--- src/logic/art_pkg.sv ---
// package: register map, field positions and constants of the auto-reload capture timer
package art_pkg;
  // register byte offsets on the bus
  localparam logic [7:0] ART_OFF_COUNT_LOW   = 8'h00;
  localparam logic [7:0] ART_OFF_COUNT_HIGH  = 8'h04;
  localparam logic [7:0] ART_OFF_RELOAD_LOW  = 8'h08;
  localparam logic [7:0] ART_OFF_RELOAD_HIGH = 8'h0c;
  localparam logic [7:0] ART_OFF_CONTROL     = 8'h10;
  localparam logic [7:0] ART_OFF_CLOCK_CTRL  = 8'h14;
  localparam logic [7:0] ART_OFF_IRQ_ENABLE  = 8'h18;

  // timer_control_reg fields
  localparam int ART_BIT_HIGH_FLAG  = 7;
  localparam int ART_BIT_LOW_FLAG   = 6;
  localparam int ART_BIT_LOW_IRQ_EN = 5;
  localparam int ART_BIT_CAPTURE_EN = 4;
  localparam int ART_BIT_SPLIT      = 3;
  localparam int ART_BIT_RUN        = 2;
  localparam int ART_BIT_XCLK_MSB   = 1;
  localparam int ART_BIT_XCLK_LSB   = 0;

  // clock_control_reg fields
  localparam int ART_BIT_LOW_CORE_CLOCK  = 0;
  localparam int ART_BIT_HIGH_CORE_CLOCK = 1;

  // irq enable register field
  localparam int ART_BIT_TIMER_IE = 0;

  // external clock select encodings
  localparam logic [1:0] ART_XCLK_DIV12 = 2'h0;
  localparam logic [1:0] ART_XCLK_RTC8  = 2'h1;
  localparam logic [1:0] ART_XCLK_CMP   = 2'h3;

  // prescaler ratios
  localparam int unsigned ART_SYS_DIV = 12;
  localparam int unsigned ART_RTC_DIV = 8;

  localparam logic [7:0]  ART_BYTE_MAX   = 8'hff;
  localparam logic [7:0]  ART_BYTE_ZERO  = 8'h00;
  localparam logic [7:0]  ART_BYTE_RESET = 8'h00;
  localparam logic [15:0] ART_WORD_MAX   = 16'hffff;

  localparam logic [1:0] ART_HTRANS_NONSEQ_BIT = 2'h2;
endpackage

--- src/logic/art_timer.sv ---
// auto-reload capture timer with ahb-lite register slave
// Functional notes
// - two count bytes; split selects 16/8-bit
// - clocks: core, core/12, rtc/8, comparator
// - 16-bit rollover reloads and sets high flag
// - 16-bit overflow interrupts when timer enabled
// - low wrap interrupts when low enable too
// - split: each byte reloads from own byte
// - split: run gates high; low always runs
// - per-byte core_clock bit, else external select
// - split: each byte wrap sets its flag
// - split: high, or either with low enable
// - flags cleared only by software writes
// - capture enable bit starts capture mode
// - capture on comparator rise or rtc/8
// - capture copies count, sets high flag
// - low wrap always sets low flag
//
// Our own choices: the placing of the registers and the AHB-Lite slave port.
module art_timer
  import art_pkg::*;
(
  input  wire logic        hclk,
  input  wire logic        hresetn,
  input  wire logic        hsel,
  input  wire logic [31:0] haddr,
  input  wire logic [1:0]  htrans,
  input  wire logic        hwrite,
  input  wire logic [2:0]  hsize,
  input  wire logic [31:0] hwdata,
  input  wire logic        hready,
  output logic [31:0]      hrdata,
  output logic             hreadyout,
  output logic             hresp,
  input  wire logic        comparator_in,
  input  wire logic        rtc_clk_in,
  output logic             timer_irq
);
  ////////////////////////////////////////////////////////////////////////////
  logic [7:0] count_low_byte;
  logic [7:0] count_high_byte;
  logic [7:0] reload_low_byte;
  logic [7:0] reload_high_byte;
  logic       high_overflow_flag;
  logic       low_overflow_flag;
  logic       low_byte_irq_enable;
  logic       capture_enable;
  logic       split_select;
  logic       run_control;
  logic [1:0] ext_clock_select;
  logic       high_byte_core_clock_select;
  logic       low_byte_core_clock_select;
  logic       timer_interrupt_enable;

  logic [7:0] addr_q;
  logic       wr_pend;
  logic       cmp_rise;
  logic       rtc_rise;
  logic       tick_div12;
  logic       tick_rtc8;
  logic       low_tick;
  logic       high_tick;
  logic       step_low;
  logic       step_high;
  logic       low_wrap;
  logic       high_wrap;
  logic       cap_evt;
  logic [15:0] count_word;
  logic [15:0] reload_word;
  logic [31:0] read_value;

  ////////////////////////////////////////////////////////////////////////////
  function automatic logic wr_hit(input logic pend, input logic [7:0] a,
                                  input logic [7:0] off);
    return pend && (a == off);
  endfunction

  // clock-source decode shared by both bytes; reserved code gives no ticks
  function automatic logic src_tick(input logic sys_sel, input logic [1:0] xclk,
                                    input logic d12, input logic r8,
                                    input logic cmp);
    logic t;
    t = 1'b0;
    if (sys_sel) begin
      t = 1'b1;
    end else begin
      case (xclk)
        ART_XCLK_DIV12: t = d12;
        ART_XCLK_RTC8:  t = r8;
        ART_XCLK_CMP:   t = cmp;
        default:        t = 1'b0;
      endcase
    end
    return t;
  endfunction

  ////////////////////////////////////////////////////////////////////////////
  // clock sources
  art_sync u_sync_cmp (
    .hclk     (hclk),
    .hresetn  (hresetn),
    .async_in (comparator_in),
    .level    (),
    .rise     (cmp_rise)
  );

  art_sync u_sync_rtc (
    .hclk     (hclk),
    .hresetn  (hresetn),
    .async_in (rtc_clk_in),
    .level    (),
    .rise     (rtc_rise)
  );

  art_prescale #(.DIV(ART_SYS_DIV)) u_div12 (
    .hclk     (hclk),
    .hresetn  (hresetn),
    .event_in (1'b1),
    .tick     (tick_div12)
  );

  art_prescale #(.DIV(ART_RTC_DIV)) u_rtc8 (
    .hclk     (hclk),
    .hresetn  (hresetn),
    .event_in (rtc_rise),
    .tick     (tick_rtc8)
  );

  // the divided tick goes in as an argument so the assignment follows its changes
  assign low_tick  = src_tick(low_byte_core_clock_select, ext_clock_select,
                              tick_div12, tick_rtc8, cmp_rise);
  assign high_tick = src_tick(high_byte_core_clock_select, ext_clock_select,
                              tick_div12, tick_rtc8, cmp_rise);

  ////////////////////////////////////////////////////////////////////////////
  // count enables and wrap detection
  assign count_word  = {count_high_byte, count_low_byte};
  assign reload_word = {reload_high_byte, reload_low_byte};
  assign step_low    = low_tick && (split_select || run_control);
  assign step_high   = split_select ? (run_control && high_tick)
                                    : (step_low && count_low_byte == ART_BYTE_MAX);
  assign low_wrap    = step_low && (count_low_byte == ART_BYTE_MAX);
  assign high_wrap   = step_high && (count_high_byte == ART_BYTE_MAX);
  // upper select bit picks the capture source
  assign cap_evt     = capture_enable &&
                       (ext_clock_select[ART_BIT_XCLK_MSB] ? cmp_rise : tick_rtc8);

  ////////////////////////////////////////////////////////////////////////////
  // ahb-lite slave: zero wait states, always okay
  always_ff @(posedge hclk or negedge hresetn) begin
    if (!hresetn) begin
      addr_q  <= ART_BYTE_ZERO;
      wr_pend <= 1'b0;
    end else if (hready) begin
      addr_q  <= haddr[7:0];
      wr_pend <= hsel && |(htrans & ART_HTRANS_NONSEQ_BIT) && hwrite;
    end
  end

  always_ff @(posedge hclk or negedge hresetn) begin
    if (!hresetn) begin
      hreadyout <= 1'b1;
      hresp     <= 1'b0;
    end else begin
      hreadyout <= 1'b1;
      hresp     <= 1'b0;
    end
  end

  always_comb begin
    read_value = '0;
    case (haddr[7:0])
      ART_OFF_COUNT_LOW:   read_value[7:0] = count_low_byte;
      ART_OFF_COUNT_HIGH:  read_value[7:0] = count_high_byte;
      ART_OFF_RELOAD_LOW:  read_value[7:0] = reload_low_byte;
      ART_OFF_RELOAD_HIGH: read_value[7:0] = reload_high_byte;
      ART_OFF_CONTROL:     read_value[7:0] = {high_overflow_flag, low_overflow_flag,
                                              low_byte_irq_enable, capture_enable,
                                              split_select, run_control,
                                              ext_clock_select};
      ART_OFF_CLOCK_CTRL: begin
        read_value[ART_BIT_LOW_CORE_CLOCK]  = low_byte_core_clock_select;
        read_value[ART_BIT_HIGH_CORE_CLOCK] = high_byte_core_clock_select;
      end
      ART_OFF_IRQ_ENABLE:  read_value[ART_BIT_TIMER_IE] = timer_interrupt_enable;
      default:             read_value = '0;
    endcase
  end

  // read data sampled at the address phase; unmapped reads return zero
  always_ff @(posedge hclk or negedge hresetn) begin
    if (!hresetn) begin
      hrdata <= '0;
    end else if (hready && hsel && |(htrans & ART_HTRANS_NONSEQ_BIT) && !hwrite) begin
      hrdata <= read_value;
    end
  end

  ////////////////////////////////////////////////////////////////////////////
  // count bytes; a software write wins over counting
  always_ff @(posedge hclk or negedge hresetn) begin
    if (!hresetn) begin
      count_low_byte <= ART_BYTE_RESET;
    end else if (wr_hit(wr_pend, addr_q, ART_OFF_COUNT_LOW)) begin
      count_low_byte <= hwdata[7:0];
    end else if (low_wrap) begin
      if (split_select || count_high_byte == ART_BYTE_MAX) begin
        count_low_byte <= reload_low_byte;
      end else begin
        count_low_byte <= ART_BYTE_ZERO;
      end
    end else if (step_low) begin
      count_low_byte <= 8'(count_low_byte + 1'b1);
    end
  end

  always_ff @(posedge hclk or negedge hresetn) begin
    if (!hresetn) begin
      count_high_byte <= ART_BYTE_RESET;
    end else if (wr_hit(wr_pend, addr_q, ART_OFF_COUNT_HIGH)) begin
      count_high_byte <= hwdata[7:0];
    end else if (high_wrap) begin
      count_high_byte <= reload_high_byte;
    end else if (step_high) begin
      count_high_byte <= 8'(count_high_byte + 1'b1);
    end
  end

  // reload bytes; a capture takes the live count over a software write
  always_ff @(posedge hclk or negedge hresetn) begin
    if (!hresetn) begin
      reload_low_byte  <= ART_BYTE_RESET;
      reload_high_byte <= ART_BYTE_RESET;
    end else if (cap_evt) begin
      reload_low_byte  <= count_low_byte;
      reload_high_byte <= count_high_byte;
    end else begin
      if (wr_hit(wr_pend, addr_q, ART_OFF_RELOAD_LOW)) begin
        reload_low_byte <= hwdata[7:0];
      end
      if (wr_hit(wr_pend, addr_q, ART_OFF_RELOAD_HIGH)) begin
        reload_high_byte <= hwdata[7:0];
      end
    end
  end

  ////////////////////////////////////////////////////////////////////////////
  // control register; hardware set wins over a software clear
  always_ff @(posedge hclk or negedge hresetn) begin
    if (!hresetn) begin
      high_overflow_flag  <= 1'b0;
      low_overflow_flag   <= 1'b0;
      low_byte_irq_enable <= 1'b0;
      capture_enable      <= 1'b0;
      split_select        <= 1'b0;
      run_control         <= 1'b0;
      ext_clock_select    <= ART_XCLK_DIV12;
    end else begin
      if (wr_hit(wr_pend, addr_q, ART_OFF_CONTROL)) begin
        high_overflow_flag  <= hwdata[ART_BIT_HIGH_FLAG] | high_wrap | cap_evt;
        low_overflow_flag   <= hwdata[ART_BIT_LOW_FLAG] | low_wrap;
        low_byte_irq_enable <= hwdata[ART_BIT_LOW_IRQ_EN];
        capture_enable      <= hwdata[ART_BIT_CAPTURE_EN];
        split_select        <= hwdata[ART_BIT_SPLIT];
        run_control         <= hwdata[ART_BIT_RUN];
        ext_clock_select    <= hwdata[ART_BIT_XCLK_MSB:ART_BIT_XCLK_LSB];
      end else begin
        high_overflow_flag <= high_overflow_flag | high_wrap | cap_evt;
        low_overflow_flag  <= low_overflow_flag | low_wrap;
      end
    end
  end

  always_ff @(posedge hclk or negedge hresetn) begin
    if (!hresetn) begin
      low_byte_core_clock_select  <= 1'b0;
      high_byte_core_clock_select <= 1'b0;
      timer_interrupt_enable  <= 1'b0;
    end else begin
      if (wr_hit(wr_pend, addr_q, ART_OFF_CLOCK_CTRL)) begin
        low_byte_core_clock_select  <= hwdata[ART_BIT_LOW_CORE_CLOCK];
        high_byte_core_clock_select <= hwdata[ART_BIT_HIGH_CORE_CLOCK];
      end
      if (wr_hit(wr_pend, addr_q, ART_OFF_IRQ_ENABLE)) begin
        timer_interrupt_enable <= hwdata[ART_BIT_TIMER_IE];
      end
    end
  end

  // level request, held until software clears the flags
  always_ff @(posedge hclk or negedge hresetn) begin
    if (!hresetn) begin
      timer_irq <= 1'b0;
    end else begin
      timer_irq <= timer_interrupt_enable &&
                   (high_overflow_flag || (low_byte_irq_enable && low_overflow_flag));
    end
  end

  logic wr_count_any;
  logic wr_ctrl;
  assign wr_count_any = wr_hit(wr_pend, addr_q, ART_OFF_COUNT_LOW) ||
                        wr_hit(wr_pend, addr_q, ART_OFF_COUNT_HIGH);
  assign wr_ctrl      = wr_hit(wr_pend, addr_q, ART_OFF_CONTROL);
endmodule // art_timer

--- src/logic/art_sync.sv ---
// two-flop synchroniser with rising-edge pulse for an asynchronous input
module art_sync (
  input  wire logic hclk,
  input  wire logic hresetn,
  input  wire logic async_in,
  output logic      level,
  output logic      rise
);
  logic meta;
  logic prev;

  always_ff @(posedge hclk or negedge hresetn) begin
    if (!hresetn) begin
      meta  <= 1'b0;
      level <= 1'b0;
      prev  <= 1'b0;
    end else begin
      meta  <= async_in;
      level <= meta;
      prev  <= level;
    end
  end

  // edge taken from the second and third flops only
  assign rise = level & ~prev;
endmodule // art_sync

--- src/logic/art_prescale.sv ---
// event divider: one tick pulse for every div events
module art_prescale #(
  parameter int unsigned DIV = 12
) (
  input  wire logic hclk,
  input  wire logic hresetn,
  input  wire logic event_in,
  output logic      tick
);
  localparam int W = $clog2(DIV);
  localparam logic [W-1:0] LAST = W'(DIV - 1);
  logic [W-1:0] cnt;

  always_ff @(posedge hclk or negedge hresetn) begin
    if (!hresetn) begin
      cnt <= '0;
    end else if (event_in) begin
      cnt <= (cnt == LAST) ? '0 : W'(cnt + 1'b1);
    end
  end

  assign tick = event_in && (cnt == LAST);
endmodule // art_prescale

--- config.mk ---
export PLATFORM = sky130hd
export DESIGN_NAME = art_timer
export DESIGN_NICKNAME = d
export VERILOG_FILES = /design/src/logic/art_pkg.sv /design/src/logic/art_timer.sv /design/src/logic/art_sync.sv /design/src/logic/art_prescale.sv
export SDC_FILE = /design/constraint.sdc
export NUM_CORES = 1
export LEC_CHECK = 0
export ABC_AREA = 1
export BUFFER_PORTS_ARGS = -buffer_cell sky130_fd_sc_hd__buf_2
export CAP_MARGIN = 20
export CELL_PAD_IN_SITES_DETAIL_PLACEMENT = 1
export CELL_PAD_IN_SITES_GLOBAL_PLACEMENT = 2
export CORE_ASPECT_RATIO = 0.75
export CORE_UTILIZATION = 30
export DETAILED_ROUTE_END_ITERATION = 16
export PLACE_DENSITY_LB_ADDON = 0.1
export SLEW_MARGIN = 20
export SYNTH_ARGS = -nofsm -noshare
export SYNTH_HDL_FRONTEND = slang
export SYNTH_SLANG_ARGS = --single-unit
--- constraint.sdc ---
create_clock -name hclk -period 2 [get_ports hclk]
set_clock_uncertainty 0.2 [all_clocks]
set_input_delay 0.4 -clock hclk [delete_from_list [all_inputs] [get_ports hclk]]
set_output_delay 0.4 -clock hclk [all_outputs]
set_load 0.02 [all_outputs]
==> results.md <==
- Area of the multi-input gates: around 2400 um^2
- Area growth from synthesis to layout: 41.05%
- Post-synthesis sequential area ratio: 43.09%
- Xor-xnor portion of the synthesized cell area: 1.834%
- Clk Latency, worst-skew pair: 0.35 ns
- # DRC: 0
- Initial antenna violation count: 0
- Simple logic cell fraction of the synthesized area: 25.88%
- Main combinational cell family by area after synthesis: simple AND/OR/NAND/NOR gates
- Post-synth top area share: 43.09%
- Final hold vios: 0
- Cells after synthesis: between 500 and 600
- Final net count: approximately 760
- Synth warn: 0
- Most frequent cells after synthesis: nand2_1 (136), inv_1 (86), dfrtp_1 (74)
- Async set-reset flop share out of synthesis: 100.0%
- Core area: about 14000 um^2
- Unique masters post-synth: 41
- Tot GR Track Use: 22.66%
- Yosys top cell by area: dfrtp_1
- Antenna diodes: 0
- Largest net degree at the start of global routing: 35
- Compound-Gate Fraction of Synth Area: 14.26%
- First-pass GRT wire length: 24590 um
- Register area: 1852 um^2
- Count leader, synth: nand2_1
- Vias in the first global route: 4350
- RSZ-0062 raised after global routing: yes
- CP endpoint kind: register
- Worst Hold End: addr_q[3]
- RD Place Congestion: 0.8217
- Synthesized area: 4298 um^2
- Post-route cell area: ~6100 um^2
- Min Tclk post-route: 2.016 ns
- Lkg Pwr: between 3 and 4 nW
- Starting density of the core: 31.05%
- CTS buffer count: 9
- GRT overflow: 0
- Clock sink count: 74
- Initial DRC Count: 194
- Clock Tree Buf Depth: 2
- Ports: about 110
- Worst setup margin: -0.01616 ns
- CP Class: register to register
- Peak supply drop: 0.7783 mV
- Pwr dens: 1019 nW/um^2
- Fin crit share: 100.8%
- Final HPWL DP: roughly 12000 um
- Placed cell areas: 5089 um^2
- H-Tree Depth: 3
- Hold path startpoint: haddr[3]
- Fin cells: between 800 and 900
- Worst hold path type: input pin to register
- I/O Buffers: 32
- Hold Slack: 0.08415 ns
- Antenna Nets Post-Route: 0
- Failing checks: negative setup slack
- Die Wd: 140.2 um
- Row count: 37
- Share of layout cells above drive strength 1: 30.56%
- Mux contribution to synthesized area: 0%
- Via count: 4209
- Root Driver: clkbuf_16
- Setup Viol. Count Final: 4
- Yosys reg bits: between 70 and 80
- Chip height: 105.7 um
- Reg2reg setup slack: -0.02 ns
- Synth Area in Adders: 1.456%
- Synth area leaders: dfrtp_1 (43%), nand2_1 (12%), inv_1 (7.5%)
- Max-Cap Viols: 0
- Main flop type after synthesis: dfrtp_1
- 1st-pass router iterations: 4
- CP Max Fanout: 7
- Number of synthesized flops with an enable pin: 0
- Run status: finished with violations
- CTS tree: done
- Cells on Worst Hold Path: 3
- Clock-pin slew on the worst setup and hold paths: 0.06 ns
- Req. time, crit path: 2.04 ns
- DR WL/cell: 18.05 um
- Critical Path Start Type: register
- Fillers: 1657
- Mapped Avg Cell Area: 7.716 um^2
- Area of the die: roughly 15000 um^2
- R2R depth: 11
- Total power: 0.006176 W
- Final Max Tran Viols: 0
- Dpl cells: 821
- DRT Wirelength: 15500 um
- Fmax: ~0.50 GHz
- Vias per cell: slightly below 5
- Worst reg2reg endpoint: count_high_byte[5]
- R2r startpoint: u_rtc8.cnt[0]
- CP arrival: 2.06 ns
-- kinds of logic (layout without fill, tap and decap cells) --
| group | count (synthesis) | in the layout |
|---|---|---|
| xor+xnor | 9 | 9 |
| simple gates | 242 | 243 |
| buf+inv | 123 | 225 |
| fa+ha+maj | 5 | 5 |
| compound gates | 102 | 102 |
| other cells | 2 | 26 |
| flops | 74 | 74 |
-- worst max-delay path, stage by stage, from the launching register on --
cell,delay [ns]
dfrtp_1,0.38
ha_2,0.20
ha_4,0.17
nand3_4,0.10
nand4_1,0.20
nand3_4,0.17
buf_6,0.13
nand2_8,0.08
nand2_8,0.08
nand2_1,0.08
nand3_2,0.07
nand2_1,0.05
-- state kept, by name, indices dropped and copies added, names as in the netlist, 2 cells and up --
name / flops
u_div12.cnt: 4
reload_high_byte: 8
addr_q: 8
hrdata: 8
reload_low_byte: 8
count_low_byte: 8
u_rtc8.cnt: 3
ext_clock_select: 2
count_high_byte: 8
-- area by class of cell --
cell class | count | area share [%]
repair buffers | 122 | 16.00
well taps | 175 | 3.612
clock buffers | 10 | 3.942
clock inverters | 5 | 1.300
flip-flops and latches | 74 | 30.55
multi-input cells | 385 | 39.03
inverters | 88 | 5.573
-- per-layer routing --
layer,track usage (%),wire length [um],vias to the layer above
li1,-,-,2022
met3,5.134,867,15
met1,32.57,7671,2085
met4,7.064,230,0
met2,33.43,6734,87
met5,0,0,-
-- stage by stage --
stage / setup TNS [ns] / util [%] / setup WS (ns)
3_3_place_gp: -2.249 / 36.76 / -0.1343
4_1_cts: -0.3750 / 41.63 / -0.05560
3_5_place_dp: -4.083 / 36.76 / -0.1856
6_report: -0.03395 / 43.79 / -0.01616
5_1_grt: -1.567 / 43.79 / -0.1253
2_1_floorplan: 0 / - / 0.1952
-- how the worst max path moves through the flow --
stage / slack (ns) / endpoint / start
after floorplan: 0.20 / count_high_byte[0] / u_rtc8.cnt[0]
after global placement: -0.13 / count_high_byte[4] / u_rtc8.cnt[0]
after detailed placement: -0.19 / reload_high_byte[4] / u_rtc8.cnt[0]
after CTS: -0.06 / count_high_byte[0] / u_rtc8.cnt[1]
after global routing: -0.13 / count_high_byte[0] / u_div12.cnt[0]
final: -0.02 / count_high_byte[5] / u_rtc8.cnt[0]
-- where the power goes --
group	switching, W	total [W]	internal (W)	leakage (nW)
logic	0.00129	0.00226	0.000965	1.96
registers	0.000306	0.00214	0.00183	0.881
clock network	0.000663	0.00178	0.00112	0.158
-- repair_timing --
| action | in CTS | in global routing |
|---|---|---|
| endpoints found under the setup margin | 34 | 33 |
| buffers inserted | 13 | 6 |
| gates resized for setup | 56 | 57 |
| gates cloned | 1 | 1 |
| pin swaps | 15 | 16 |
| hold endpoints to repair | 23 | 0 |
| hold buffers | 3 | 0 |
-- layout by cell type (no fill, tap or decap), types with 7 or more instances in the layout --
master,n
nor3_1,8
o21ai_1,11
nand3_4,8
nand3_1,31
conb_1,26
inv_1,82
buf_4,72
a21oi_1,18
o22ai_1,16
o221ai_2,7
xor2_1,7
nand2_1,117
dfrtp_1,74
o21ai_0,30
buf_6,9
o211ai_1,7
nand4_1,10
nand3_2,7
buf_2,31
nand2_4,7
clkbuf_16,9
nand2_2,11
nor2_1,25
Note: power is estimated with default switching activity, not from simulation.
